===== config.mk =====
export PLATFORM = sky130hd
export DESIGN_NAME = cipv_irq_ctrl
export DESIGN_NICKNAME = d
export VERILOG_FILES = /design/src/cipv_pkg.sv /design/src/cipv_irq_ctrl.sv
export VERILOG_INCLUDE_DIRS = /design/src
export SDC_FILE = /design/constraint.sdc
export NUM_CORES = 1
export LEC_CHECK = 0
export ABC_AREA = 1
export ABC_CLOCK_PERIOD_IN_PS = 6280
export BUFFER_PORTS_ARGS = -buffer_cell sky130_fd_sc_hd__buf_2
export CORE_MARGIN = 10
export CORE_UTILIZATION = 42
export DETAILED_ROUTE_END_ITERATION = 7
export PLACE_DENSITY = 0.7
export SLEW_MARGIN = 20
export SYNTH_ARGS = -nofsm -noshare
export SYNTH_HDL_FRONTEND = slang
export SYNTH_SLANG_ARGS = --single-unit

===== constraint.sdc =====
create_clock -name SYS_CLK_I -period 6.28 [get_ports SYS_CLK_I]
set_input_delay 1.256 -clock SYS_CLK_I [delete_from_list [all_inputs] [get_ports SYS_CLK_I]]
set_output_delay 1.256 -clock SYS_CLK_I [all_outputs]
set_load 0.05 [all_outputs]

===== src/cipv_map.svh =====
// Offsets, field positions, reset values and vector addresses of the priority block.
`ifndef CIPV_MAP_SVH
`define CIPV_MAP_SVH
`define CIPV_OFF_PROMOTE    8'h00
`define CIPV_OFF_ENABLE     8'h04
`define CIPV_OFF_STATUS     8'h08
`define CIPV_PROMOTE_RST    4'h5
`define CIPV_ENABLE_RST     20'h00000
`define CIPV_CODE_RESERVED  4'h5
`define CIPV_CODE_EXT       4'h6
`define CIPV_EN_HANDSHAKE   0
`define CIPV_EN_RECEIVE     1
`define CIPV_EN_IDLE        2
`define CIPV_EN_TX_EMPTY    3
`define CIPV_EN_TX_DONE     4
`define CIPV_EN_SPI         5
`define CIPV_EN_PULSE_EDGE  6
`define CIPV_EN_PULSE_OVF   7
`define CIPV_EN_CNT_OVF     8
`define CIPV_EN_TICK        9
`define CIPV_EN_CAPTURE     10
`define CIPV_EN_COMPARE     13
`define CIPV_EN_WDOG_DIS    18
`define CIPV_EN_CLK_FAIL    19
`define CIPV_VEC_RESET      16'hFFFE
`define CIPV_VEC_CLK_FAIL   16'hFFFC
`define CIPV_VEC_WATCHDOG   16'hFFFA
`define CIPV_VEC_ILLEGAL    16'hFFF8
`define CIPV_VEC_SOFT_TRAP  16'hFFF6
`define CIPV_VEC_PNMI       16'hFFF4
`define CIPV_VEC_EXT        16'hFFF2
`define CIPV_VEC_TICK       16'hFFF0
`define CIPV_VEC_CAPTURE1   16'hFFEE
`define CIPV_VEC_COMPARE1   16'hFFE8
`define CIPV_VEC_CNT_OVF    16'hFFDE
`define CIPV_STACK_LAST     4'h8
`endif


===== src/cipv_pkg.sv =====
// Types shared by the interrupt priority and vectoring block.
package cipv_pkg;
    typedef enum {ST_BOOT, ST_IDLE, ST_STACK, ST_VECTOR} cipv_state_e;
    typedef enum logic [3:0] {
        ITEM_PC_LO, ITEM_PC_HI, ITEM_Y_LO, ITEM_Y_HI, ITEM_X_LO,
        ITEM_X_HI, ITEM_ACCUM_A, ITEM_ACCUM_B, ITEM_FLAGS
    } cipv_item_e;
    // Serial communications causes, each gated by a local enable; rx_full and overrun share the receive enable.
    typedef struct packed {
        logic rx_full;
        logic overrun;
        logic idle_line;
        logic tx_empty;
        logic tx_done;
    } cipv_sci_s;
    // Result of priority resolution.
    typedef struct packed {
        logic        valid;
        logic        pnmi;
        logic [15:0] addr;
    } cipv_pick_s;
endpackage : cipv_pkg


===== src/cipv_irq_ctrl.sv =====
// Interrupt pending, masking, priority resolution, stacking order and vectoring.
//
// Overview of operation
// - Hardware requests stay pending; all but clock fail and watchdog are serviced only at instruction completion.
// - Twenty hardware sources plus one software trap; fifteen masked by maskable flag.
// - Each on-chip maskable source is gated by its local enable and its flags mask.
// - Reset FFFE, clock fail FFFC, watchdog FFFA; these ignore the mask flags.
// - Illegal opcode FFF8, soft trap FFF6 unmaskable; pseudo-NMI pin FFF4.
// - External FFF2, tick FFF0, captures FFEE-FFEA, compares FFE8-FFE0.
// - Counter overflow FFDE down to serial comms FFD6; FFC0-FFD5 reserved.
// - External vector shared by pin and enabled parallel handshake.
// - Serial comms vector shared by five causes with four local enables.
// - Soft trap stacks registers, sets maskable flag, outranks all but clock fail and watchdog.
// - No soft trap fetch while pending; no interrupt until its vector fetched.
// - Illegal opcode detection requests the illegal opcode vector.
// - Entry pushes nine bytes downward; stack pointer ends at SP-9.
// - Reset sets both flags; accepting pseudo-NMI masks it again.
// - Pseudo-NMI flag, once cleared, cannot be set again by a flags transfer; a return can set it.
// - Pseudo-NMI beats all maskable requests; maskable flag never alters it.
// - Maskable entry sets only maskable flag; pseudo-NMI entry sets both.
// - Return restores both flags from the stacked flags byte.
// - Fixed order: reset, clock fail, watchdog, illegal opcode, pseudo-NMI.
// - Software promotes one maskable source to top slot; vector unchanged.
// - Promotion register accepts writes only while maskable flag is set.
// - A promoted source keeps its local enable and maskable flag gating.
// - Select codes 0..15 map sources, code 5 acting as external request.
// - Reset loads select code 5, promoting the external request.
`timescale 1ns/100ps
`include "cipv_map.svh"
module cipv_irq_ctrl
    import cipv_pkg::*;
(
    input  wire logic        SYS_CLK_I,
    input  wire logic        SYS_RST_I,
    input  wire logic        PSEL_I,
    input  wire logic        PENABLE_I,
    input  wire logic        PWRITE_I,
    input  wire logic [7:0]  PADDR_I,
    input  wire logic [31:0] PWDATA_I,
    output logic      [31:0] PRDATA_O,
    output logic             PREADY_O,
    output logic             PSLVERR_O,
    input  wire logic        EXT_REQ_PIN_N_I,
    input  wire logic        PSEUDO_NMI_PIN_N_I,
    input  wire logic        HANDSHAKE_I,
    input  wire logic        TICK_I,
    input  wire logic [2:0]  CAPTURE_I,
    input  wire logic [4:0]  COMPARE_I,
    input  wire logic        CNT_OVF_I,
    input  wire logic        PULSE_OVF_I,
    input  wire logic        PULSE_EDGE_I,
    input  wire logic        SPI_DONE_I,
    input  wire cipv_sci_s   SCI_I,
    input  wire logic        CLK_FAIL_I,
    input  wire logic        WATCHDOG_FAIL_I,
    input  wire logic        ILLEGAL_OPCODE_I,
    input  wire logic        INSTR_DONE_I,
    input  wire logic        SOFT_TRAP_I,
    input  wire logic [15:0] SP_I,
    input  wire logic        FLAGS_WR_I,
    input  wire logic [1:0]  FLAGS_WDATA_I,
    input  wire logic        RETURN_I,
    input  wire logic [1:0]  RETURN_FLAGS_I,
    input  wire logic        VEC_FETCH_I,
    output logic             SOFT_TRAP_OK_O,
    output logic             STACK_VALID_O,
    output logic      [15:0] STACK_ADDR_O,
    output cipv_item_e       STACK_ITEM_O,
    output logic      [15:0] SP_NEW_O,
    output logic             VECTOR_VALID_O,
    output logic      [15:0] VECTOR_O,
    output logic      [1:0]  FLAGS_O
);

    // Maps a promotion select code to its vector address.
    function automatic logic [15:0] vec_of(input logic [3:0] code);
        logic [15:0] v;
        v = `CIPV_VEC_EXT;
        case (code)
            4'h0, 4'h1, 4'h2, 4'h3, 4'h4:
                v = `CIPV_VEC_CNT_OVF - {11'h000, code, 1'b0};
            4'h5, 4'h6: v = `CIPV_VEC_EXT;
            4'h7: v = `CIPV_VEC_TICK;
            4'h8, 4'h9, 4'hA, 4'hB, 4'hC, 4'hD, 4'hE, 4'hF:
                v = `CIPV_VEC_CAPTURE1 - {11'h000, code - 4'h8, 1'b0};
            default: v = `CIPV_VEC_EXT;
        endcase
        return v;
    endfunction : vec_of

    // Fixed maskable priority; codes 6-15 overwrite codes 0-4, lower codes overwriting higher within each group.
    function automatic logic [4:0] fixed_pick(input logic [15:0] req);
        logic [4:0] p;
        p = 5'h00;
        for (int c = 4; c >= 0; c--)
        begin
            if (req[c])
                p = {1'b1, c[3:0]};
        end
        for (int c = 15; c >= 6; c--)
        begin
            if (req[c])
                p = {1'b1, c[3:0]};
        end
        return p;
    endfunction : fixed_pick

    logic        ext_meta;
    logic        ext_sync;
    logic        pnmi_meta;
    logic        pnmi_sync;
    logic [3:0]  promote_sel;
    logic [19:0] enable;
    logic        flag_i;
    logic        flag_x;
    logic        clk_fail_pend;
    logic        wdog_pend;
    logic        illegal_pend;
    cipv_state_e state;
    logic [3:0]  stack_cnt;
    logic        entry_pnmi;
    logic [15:0] entry_vec;
    logic [1:0]  entry_kind;
    logic        sci_any;
    logic [15:0] mask_req;
    logic [3:0]  prom_code;
    logic [4:0]  fixed;
    cipv_pick_s  pick;
    logic        reset_type;
    logic        apb_acc;
    logic        wr_acc;
    logic        addr_ok;
    logic        flags_done;
    logic        serve_done;

    // Two-stage synchronisers for the pin requests, both active low.
    always_ff @(posedge SYS_CLK_I or posedge SYS_RST_I)
    begin
        if (SYS_RST_I)
        begin
            ext_meta  <= 1'b0;
            ext_sync  <= 1'b0;
            pnmi_meta <= 1'b0;
            pnmi_sync <= 1'b0;
        end
        else
        begin
            ext_meta  <= ~EXT_REQ_PIN_N_I;
            ext_sync  <= ext_meta;
            pnmi_meta <= ~PSEUDO_NMI_PIN_N_I;
            pnmi_sync <= pnmi_meta;
        end
    end

    // Shared serial request and maskable requests indexed by select code.
    always_comb
    begin
        sci_any = (SCI_I.rx_full & enable[`CIPV_EN_RECEIVE])
                | (SCI_I.overrun & enable[`CIPV_EN_RECEIVE])
                | (SCI_I.idle_line & enable[`CIPV_EN_IDLE])
                | (SCI_I.tx_empty & enable[`CIPV_EN_TX_EMPTY])
                | (SCI_I.tx_done & enable[`CIPV_EN_TX_DONE]);
        mask_req[0] = CNT_OVF_I & enable[`CIPV_EN_CNT_OVF];
        mask_req[1] = PULSE_OVF_I & enable[`CIPV_EN_PULSE_OVF];
        mask_req[2] = PULSE_EDGE_I & enable[`CIPV_EN_PULSE_EDGE];
        mask_req[3] = SPI_DONE_I & enable[`CIPV_EN_SPI];
        mask_req[4] = sci_any;
        mask_req[5] = 1'b0;
        mask_req[6] = ext_sync | (HANDSHAKE_I & enable[`CIPV_EN_HANDSHAKE]);
        mask_req[7] = TICK_I & enable[`CIPV_EN_TICK];
        mask_req[10:8] = CAPTURE_I & enable[`CIPV_EN_CAPTURE +: 3];
        mask_req[15:11] = COMPARE_I & enable[`CIPV_EN_COMPARE +: 5];
    end

    // Promotion resolves the reserved code to the external request.
    assign prom_code = (promote_sel == `CIPV_CODE_RESERVED) ? `CIPV_CODE_EXT
                                                            : promote_sel;
    assign fixed = fixed_pick(mask_req);

    // Reset-type sources act at once and obey no flags.
    assign reset_type = clk_fail_pend | wdog_pend;

    // Priority resolution among requests that wait for an instruction boundary.
    always_comb
    begin
        pick = '{valid: 1'b0, pnmi: 1'b0, addr: `CIPV_VEC_EXT};
        if (illegal_pend)
            pick = '{valid: 1'b1, pnmi: 1'b0, addr: `CIPV_VEC_ILLEGAL};
        else if (pnmi_sync && !flag_x)
            pick = '{valid: 1'b1, pnmi: 1'b1, addr: `CIPV_VEC_PNMI};
        else if (!flag_i && mask_req[prom_code])
            pick = '{valid: 1'b1, pnmi: 1'b0, addr: vec_of(prom_code)};
        else if (!flag_i && fixed[4])
            pick = '{valid: 1'b1, pnmi: 1'b0, addr: vec_of(fixed[3:0])};
    end

    // The core may fetch a soft trap only when nothing is pending.
    assign SOFT_TRAP_OK_O = (state == ST_IDLE) && !pick.valid && !reset_type;

    // Sequencer: boot vector, nine-byte stacking, then vector presentation.
    always_ff @(posedge SYS_CLK_I or posedge SYS_RST_I)
    begin
        if (SYS_RST_I)
        begin
            state        <= ST_BOOT;
            stack_cnt    <= 4'h0;
            entry_pnmi   <= 1'b0;
            entry_vec    <= `CIPV_VEC_RESET;
            entry_kind   <= 2'h0;
            STACK_ADDR_O <= 16'h0000;
            STACK_ITEM_O <= ITEM_PC_LO;
            SP_NEW_O     <= 16'h0000;
            VECTOR_O     <= 16'h0000;
        end
        else
        begin
            case (state)
                ST_BOOT:
                begin
                    VECTOR_O <= `CIPV_VEC_RESET;
                    state    <= ST_VECTOR;
                end
                ST_IDLE:
                begin
                    STACK_ADDR_O <= SP_I;
                    STACK_ITEM_O <= ITEM_PC_LO;
                    SP_NEW_O     <= SP_I - 16'h0009;
                    stack_cnt    <= 4'h0;
                    if (clk_fail_pend)
                    begin
                        VECTOR_O   <= `CIPV_VEC_CLK_FAIL;
                        entry_kind <= 2'h1;
                        state      <= ST_VECTOR;
                    end
                    else if (wdog_pend)
                    begin
                        VECTOR_O   <= `CIPV_VEC_WATCHDOG;
                        entry_kind <= 2'h2;
                        state      <= ST_VECTOR;
                    end
                    else if (SOFT_TRAP_I)
                    begin
                        entry_vec  <= `CIPV_VEC_SOFT_TRAP;
                        entry_pnmi <= 1'b0;
                        entry_kind <= 2'h0;
                        state      <= ST_STACK;
                    end
                    else if (INSTR_DONE_I && pick.valid)
                    begin
                        entry_vec  <= pick.addr;
                        entry_pnmi <= pick.pnmi;
                        entry_kind <= (pick.addr == `CIPV_VEC_ILLEGAL) ? 2'h3 : 2'h0;
                        state      <= ST_STACK;
                    end
                end
                ST_STACK:
                begin
                    stack_cnt    <= stack_cnt + 4'h1;
                    STACK_ADDR_O <= STACK_ADDR_O - 16'h0001;
                    STACK_ITEM_O <= cipv_item_e'(stack_cnt + 4'h1);
                    if (stack_cnt == `CIPV_STACK_LAST)
                    begin
                        VECTOR_O <= entry_vec;
                        state    <= ST_VECTOR;
                    end
                end
                ST_VECTOR:
                begin
                    if (VEC_FETCH_I)
                    begin
                        state <= ST_IDLE;
                    end
                end
                default:
                begin
                    state <= ST_IDLE;
                end
            endcase
        end
    end

    assign STACK_VALID_O  = (state == ST_STACK);
    assign VECTOR_VALID_O = (state == ST_VECTOR);
    assign flags_done = (state == ST_STACK) && (stack_cnt == `CIPV_STACK_LAST);
    assign serve_done = (state == ST_VECTOR) && VEC_FETCH_I;

    // Sticky pending latches; a new event in the clearing cycle wins.
    always_ff @(posedge SYS_CLK_I or posedge SYS_RST_I)
    begin
        if (SYS_RST_I)
        begin
            clk_fail_pend <= 1'b0;
            wdog_pend     <= 1'b0;
            illegal_pend  <= 1'b0;
        end
        else
        begin
            if (CLK_FAIL_I && enable[`CIPV_EN_CLK_FAIL])
                clk_fail_pend <= 1'b1;
            else if (serve_done && entry_kind == 2'h1)
                clk_fail_pend <= 1'b0;
            if (WATCHDOG_FAIL_I && !enable[`CIPV_EN_WDOG_DIS])
                wdog_pend <= 1'b1;
            else if (serve_done && entry_kind == 2'h2)
                wdog_pend <= 1'b0;
            if (ILLEGAL_OPCODE_I)
                illegal_pend <= 1'b1;
            else if (serve_done && entry_kind == 2'h3)
                illegal_pend <= 1'b0;
        end
    end

    // Mask flags: bit 1 is the pseudo-NMI flag, bit 0 the maskable flag.
    always_ff @(posedge SYS_CLK_I or posedge SYS_RST_I)
    begin
        if (SYS_RST_I)
        begin
            flag_i <= 1'b1;
            flag_x <= 1'b1;
        end
        else if (state == ST_BOOT || (state == ST_IDLE && reset_type))
        begin
            flag_i <= 1'b1;
            flag_x <= 1'b1;
        end
        else if (flags_done)
        begin
            flag_i <= 1'b1;
            flag_x <= flag_x | entry_pnmi;
        end
        else if (RETURN_I)
        begin
            flag_i <= RETURN_FLAGS_I[0];
            flag_x <= RETURN_FLAGS_I[1];
        end
        else if (FLAGS_WR_I)
        begin
            flag_i <= FLAGS_WDATA_I[0];
            flag_x <= flag_x & FLAGS_WDATA_I[1];
        end
    end

    assign FLAGS_O = {flag_x, flag_i};

    // Register bus: zero wait states, error on unmapped offsets.
    assign apb_acc  = PSEL_I && PENABLE_I;
    assign wr_acc   = apb_acc && PWRITE_I;
    assign addr_ok  = (PADDR_I == `CIPV_OFF_PROMOTE) || (PADDR_I == `CIPV_OFF_ENABLE)
                   || (PADDR_I == `CIPV_OFF_STATUS);
    assign PREADY_O = 1'b1;
    assign PSLVERR_O = apb_acc && !addr_ok;

    // Writable registers; promotion only while maskable flag is set.
    always_ff @(posedge SYS_CLK_I or posedge SYS_RST_I)
    begin
        if (SYS_RST_I)
        begin
            promote_sel <= `CIPV_PROMOTE_RST;
            enable      <= `CIPV_ENABLE_RST;
        end
        else
        begin
            if (wr_acc && PADDR_I == `CIPV_OFF_PROMOTE && flag_i)
                promote_sel <= PWDATA_I[3:0];
            if (wr_acc && PADDR_I == `CIPV_OFF_ENABLE)
                enable <= PWDATA_I[19:0];
        end
    end

    // Read data is registered during the setup cycle.
    always_ff @(posedge SYS_CLK_I or posedge SYS_RST_I)
    begin
        if (SYS_RST_I)
        begin
            PRDATA_O <= 32'h00000000;
        end
        else if (PSEL_I && !PENABLE_I && !PWRITE_I)
        begin
            case (PADDR_I)
                `CIPV_OFF_PROMOTE: PRDATA_O <= {28'h0000000, promote_sel};
                `CIPV_OFF_ENABLE:  PRDATA_O <= {12'h000, enable};
                `CIPV_OFF_STATUS:  PRDATA_O <= {mask_req, 7'h00, illegal_pend,
                                                wdog_pend, clk_fail_pend,
                                                state == ST_IDLE, pick.valid,
                                                pnmi_sync, ext_sync, flag_x, flag_i};
                default:           PRDATA_O <= 32'h00000000;
            endcase
        end
    end

endmodule : cipv_irq_ctrl


# == Word level (Yosys, flattened, before mapping) ==
# Cells that the tools add are included.
# Widths: inputs -> output; s select.
# totals
register_bits,168
inputBits,94
out_inout_bits,91
wordCells,220
# classes
add_sub_neg,9
magnitude_cmp,1
eq_ne,48
mux,61
bitwise,25
n_reduce_logical,56
# ops
operator,count
$mux 32,6
$pmux 16 s4,2
$pmux 32 s4,1
$eq 32x2->1 const B,3
$pmux 32 s3,1
$mux 16,5
$mux 5,15
$mux 18,4
$eq 4x4->1 const B,17
$eq 32x3->1 const B,2
$logic_not 32->1,2
$pmux 16 s3,1
$eq 4x3->1 const B,9
$eq 32x1->1 const B,1
$pmux 16 s2,1
$logic_and 1x1->1,22
$mux 1,17
$eq 16x16->1 const B,1
$eq 4x2->1 const B,4
$reduce_or 8->1,2
$sub 16x1->16 const B,1
$sub 16x4->16 const B,1
$sub 7x6->8 const A,2
$sub 6x6->7 const A,2
32 further kinds,78

# == Logic depth before layout (Yosys ltp) ==
# depth
ltp_word,33
mapped_depth,19
ltp_nobuf,19

# == Worst setup path after synthesis ==
# Ideal clock, no wire load.
# synth_timing
kind,input port to output port
startpoint,input port COMPARE_I[4]
endpoint,output port SOFT_TRAP_OK_O
t_arrival_ns,2.616
required_ns,5.024
slack_ns,2.408
path_stages,9
path_buffers,0
cell_sequence,nand2_1 -> nand2_1 -> inv_1 -> nand2_1 -> nor2_2 -> nand4_2 -> nand2_1 -> nand3_1 -> nor2_1
# synth_between
elab_chain_len,19
elab_cells_between_ends,22
classes_between,mux: 16; bitwise: 1; reduce/logical: 5
# synth_lines
item,line,source
"start, declared",cipv_irq_ctrl.sv:48,"input wire logic [4:0] COMPARE_I,"
$and 5x5->5 *,cipv_irq_ctrl.sv:172,mask_req[15:11] = COMPARE_I & enable[`CIPV_EN_COMPARE +: 5];
$mux 5 (10 in series),cipv_irq_ctrl.sv:102,if (req[c])
$logic_and 1x1->1,cipv_irq_ctrl.sv:193,else if (!flag_i && fixed[4])
$mux 18,cipv_irq_ctrl.sv:193,
$mux 18 *,cipv_irq_ctrl.sv:191,else if (!flag_i && mask_req[prom_code])
$mux 18 *,cipv_irq_ctrl.sv:189,else if (pnmi_sync && !flag_x)
$mux 18 *,cipv_irq_ctrl.sv:187,if (illegal_pend)
$logic_not 1->1 *,cipv_irq_ctrl.sv:198,assign SOFT_TRAP_OK_O = (state == ST_IDLE) && !pick.valid && !reset_type;
$logic_and 1x1->1 * (2 in series),cipv_irq_ctrl.sv:198,
"end, declared",cipv_irq_ctrl.sv:65,"output logic SOFT_TRAP_OK_O,"
# Every way passes the cells marked *; elsewhere a longest branch is shown, timed or not. The select of a mux whose other input is x is not followed.

# == Worst setup path after layout ==
# layout_timing
startpoint,input port PADDR_I[7]
endpoint,output port PSLVERR_O
# layout_between
elab_chain_len,5
elab_cells_between_ends,7
classes_between,eq/ne: 2; reduce/logical: 5
# layout_lines
item,line,source
"start, declared",cipv_irq_ctrl.sv:38,"input wire logic [7:0] PADDR_I,"
$eq 8x3->1 / $logic_not 8->1 (equally long branches),n/a,
$logic_or 1x1->1,cipv_irq_ctrl.sv:348,assign addr_ok = (PADDR_I == `CIPV_OFF_PROMOTE) || (PADDR_I == `CIPV_OFF_ENABLE)
$logic_or 1x1->1 *,cipv_irq_ctrl.sv:348,
$logic_not 1->1 *,cipv_irq_ctrl.sv:351,assign PSLVERR_O = apb_acc && !addr_ok;
$logic_and 1x1->1 *,cipv_irq_ctrl.sv:351,
"end, declared",cipv_irq_ctrl.sv:42,"output logic PSLVERR_O,"
# Every way passes the cells marked *; elsewhere a longest branch is shown, timed or not.

==> out/metrics.cfg <==
[placed_design]
place_congestion = 0.927
post_dp_cell_area_um2 = 7030
dp_hpwl_mm = 14.2
io_buffers = 169

[timing]
max_freq_ghz = 0.241
tightest_slew_ns = 1.10
fin_setup_tns_ns = 0
finalMaxSlewViolations = 0
hold-worst-slack_ns = 0.347
slew_headroom = 0.267
skew_ns = 0.00941
hold_violations = 0
finalCritPeriodShare = 0.662
setup_viol = 0
period_needed_ns = 4.15
grt_setup_unrepaired = no

[die]
die_h_um = 141
rows = 44
core_area_um2 = 14400
die_x_um = 141
die-area_um2 = 19800
ioPinCount = 185
start_util = 0.425

[route]
wl_mm = 18.4
dr.first_iter.drc_count = 395
ant_nets = 0
drt-vias-per-instance = 5.04
vias = 5574
drt-wirelength-per-cell_um = 16.6
drc = 0
first_pass_iters = 5

[grt]
antenna_found_initial = 2
grt_max_degree = 77
grt_use_total = 0.185
grt.overflow.total = 0
grt_pass1_wl_mm = 29.5
grt_pass1_vias = 5541

[run]
drv_cap = 0

[critical_path]
critPathSlowestCell = nor4_2
crit_fanout = 11
crit_path_end_kind = output pin
crit_arrival_ns = 2.90
slowest_delay_ns = 0.44
cp_cell_sequence = buf_2, nor2_1, nand2_1, nor4_2, inv_1, o21ai_0, nor2_1, buf_2
crit_required_ns = 5.02
cp_top_family = simple AND/OR/NAND/NOR gates
cp-start-kind = input port
cp.buffers_inverters = 3
path_class = in2out

[yosys]
ys_ff_latch = 116
synth-compound-area-share = 0.132
synthArstFlopShare = 1.00
syn-cell-area_um2 = 6140
synthMuxAreaShare = 0.0202
synth_flop_cell = dfrtp_1
synth_cells = 751
synth-warning-count = 0
synth_top_family_by_area = simple AND/OR/NAND/NOR gates
synth_area_per_cell_um2 = 8.17
synth-simple-area-share = 0.243
synthAdderAreaFrac = 0.0163
ys_seq_area_frac = 0.475
synthXorXnorAreaFrac = 0.0243
synth-edff-count = 0
synth_cell_types = 52

[final_layout]
multi_input_comb_area_um2 = 2680
final_layout_size_suffix_gt1_frac = 0.278
final_cell_mix = 194 x nand2_1, 169 x buf_2, 107 x dfrtp_1
fillers = 1431
layout_commonest_cell = nand2_1
regArea_um2 = 2910
area_growth_pct = 25.0
finalInstanceArea_um2 = 7670
num-nets-final = 1010

[clock_network]
clkLatencyLatePin_ns = 0.42
clkTransAtPathRegs_ns = 0.05
htree_levels = 4
post_cts_buffers = 0
postCtsHoldBufs = 0
cts-root-buf = clkbuf_16
clockBufferDepth = 2
cts_made_buffers = 17
cts_tree = yes
ctsResizeCount = 0
clock_sinks = 116

[pwr]
p_per_area_nw_per_um2 = 454
power.total_mw = 3.48
peakVddDrop_v = 0.000252
power_leakage_nw = 3.99

[run_status]
status = finished clean

[min_path]
hp-class = reg2reg

-- power breakdown --
group | switching [mW] | total (mW) | leakage (nW) | internal [mW]
Combinational | 1.05 | 1.41 | 2.24 | 0.361
Sequential | 0.129 | 1.05 | 1.45 | 0.917
Clock | 0.338 | 1.02 | 0.308 | 0.685
Total | 1.52 | 3.48 | 3.99 | 1.96
-- layer usage --
| layer | GRT usage | up-vias | wire length [um] | part of all wire |
|---|---|---|---|---|
| met1 | 0.251 | 2605 | 8430 | 0.46 |
| met2 | 0.271 | 189 | 8270 | 0.45 |
| met4 | 0.0685 | 0 | 282 | 0.015 |
| li1 | - | 2763 | - | - |
| met3 | 0.0578 | 17 | 1450 | 0.079 |
| met5 | 0 | - | 0 | 0 |
-- final timing paths --
path / endpoint / start / slack, ns / cells past startpoint
worst min-delay path: ext_sync$_DFF_PP0_ / ext_meta$_DFF_PP0_ / 0.35 / 0
worst min register to register: ext_sync$_DFF_PP0_ / ext_meta$_DFF_PP0_ / 0.35 / 0
worst max-delay path: PSLVERR_O / PADDR_I[7] / 2.13 / 8
min in group asynchronous: PRDATA_O[7]$_DFFE_PP0P_ / SYS_RST_I / 1.06 / 2
worst max register to register: flag_x$_DFFE_PP1P_ / state[1]$_DFFE_PP0P_ / 3.57 / 10
max in group asynchronous: entry_vec[1]$_DFFE_PP1P_ / SYS_RST_I / 4.13 / 3
-- state kept, by name (all words and copies together) (netlist names), 2 cells and up --
register,cells
VECTOR_O,6
entry_vec,5
enable,20
promote_sel,4
stack_cnt,4
entry_kind,2
SP_NEW_O,16
PRDATA_O,31
state,2
STACK_ADDR_O,16
-- Yosys cell counts (3+ instances only) --
cell type / count / area share
nand3_1: 35 / 0.029
clkbuf_1: 15 / 0.0092
a221oi_1: 3 / 0.0043
nor2_1: 68 / 0.042
nand2_2: 8 / 0.0082
a31oi_1: 11 / 0.011
xor2_1: 15 / 0.021
dfrtp_1: 107 / 0.44
nand3_2: 4 / 0.0065
mux2_2: 11 / 0.020
nor3_1: 9 / 0.0073
inv_2: 5 / 0.0031
inv_1: 83 / 0.051
a21o_1: 3 / 0.0037
buf_4: 14 / 0.017
o221ai_1: 15 / 0.021
o22ai_1: 10 / 0.010
clkinv_1: 3 / 0.0018
o21ai_1: 10 / 0.0082
o21ai_0: 48 / 0.039
nand4_1: 3 / 0.0031
dfstp_2: 9 / 0.039
ha_1: 8 / 0.016
nand3b_1: 3 / 0.0037
a21oi_1: 18 / 0.015
nand2_1: 194 / 0.12
-- through the flow --
stage               worst slack [ns]  cells   util
floorplan                       1.97    752      -
global placement                2.21   1073  0.488
detailed placement              2.14   1073  0.488
CTS                             2.14   1105  0.531
global route                    1.84   1106  0.532
finish                          2.13   1107  0.532
-- cell type report --
cell class | instances | share of cell area
inverter | 91 | 0.0449
clock inverter | 8 | 0.0157
sequential | 116 | 0.380
antenna | 2 | 0.000653
multi-input combinational | 511 | 0.350
timing repair buffer | 171 | 0.112
tap | 184 | 0.0300
clock buffer | 24 | 0.0667
-- cells by family after synthesis --
group           count (synthesis)
simple gates                  340
buf+inv                       125
mux                            11
fa+ha+maj                       8
other cells                     2
flops                         116
compound gates                132
xor+xnor                       17
(Power assumes the default switching activity.)
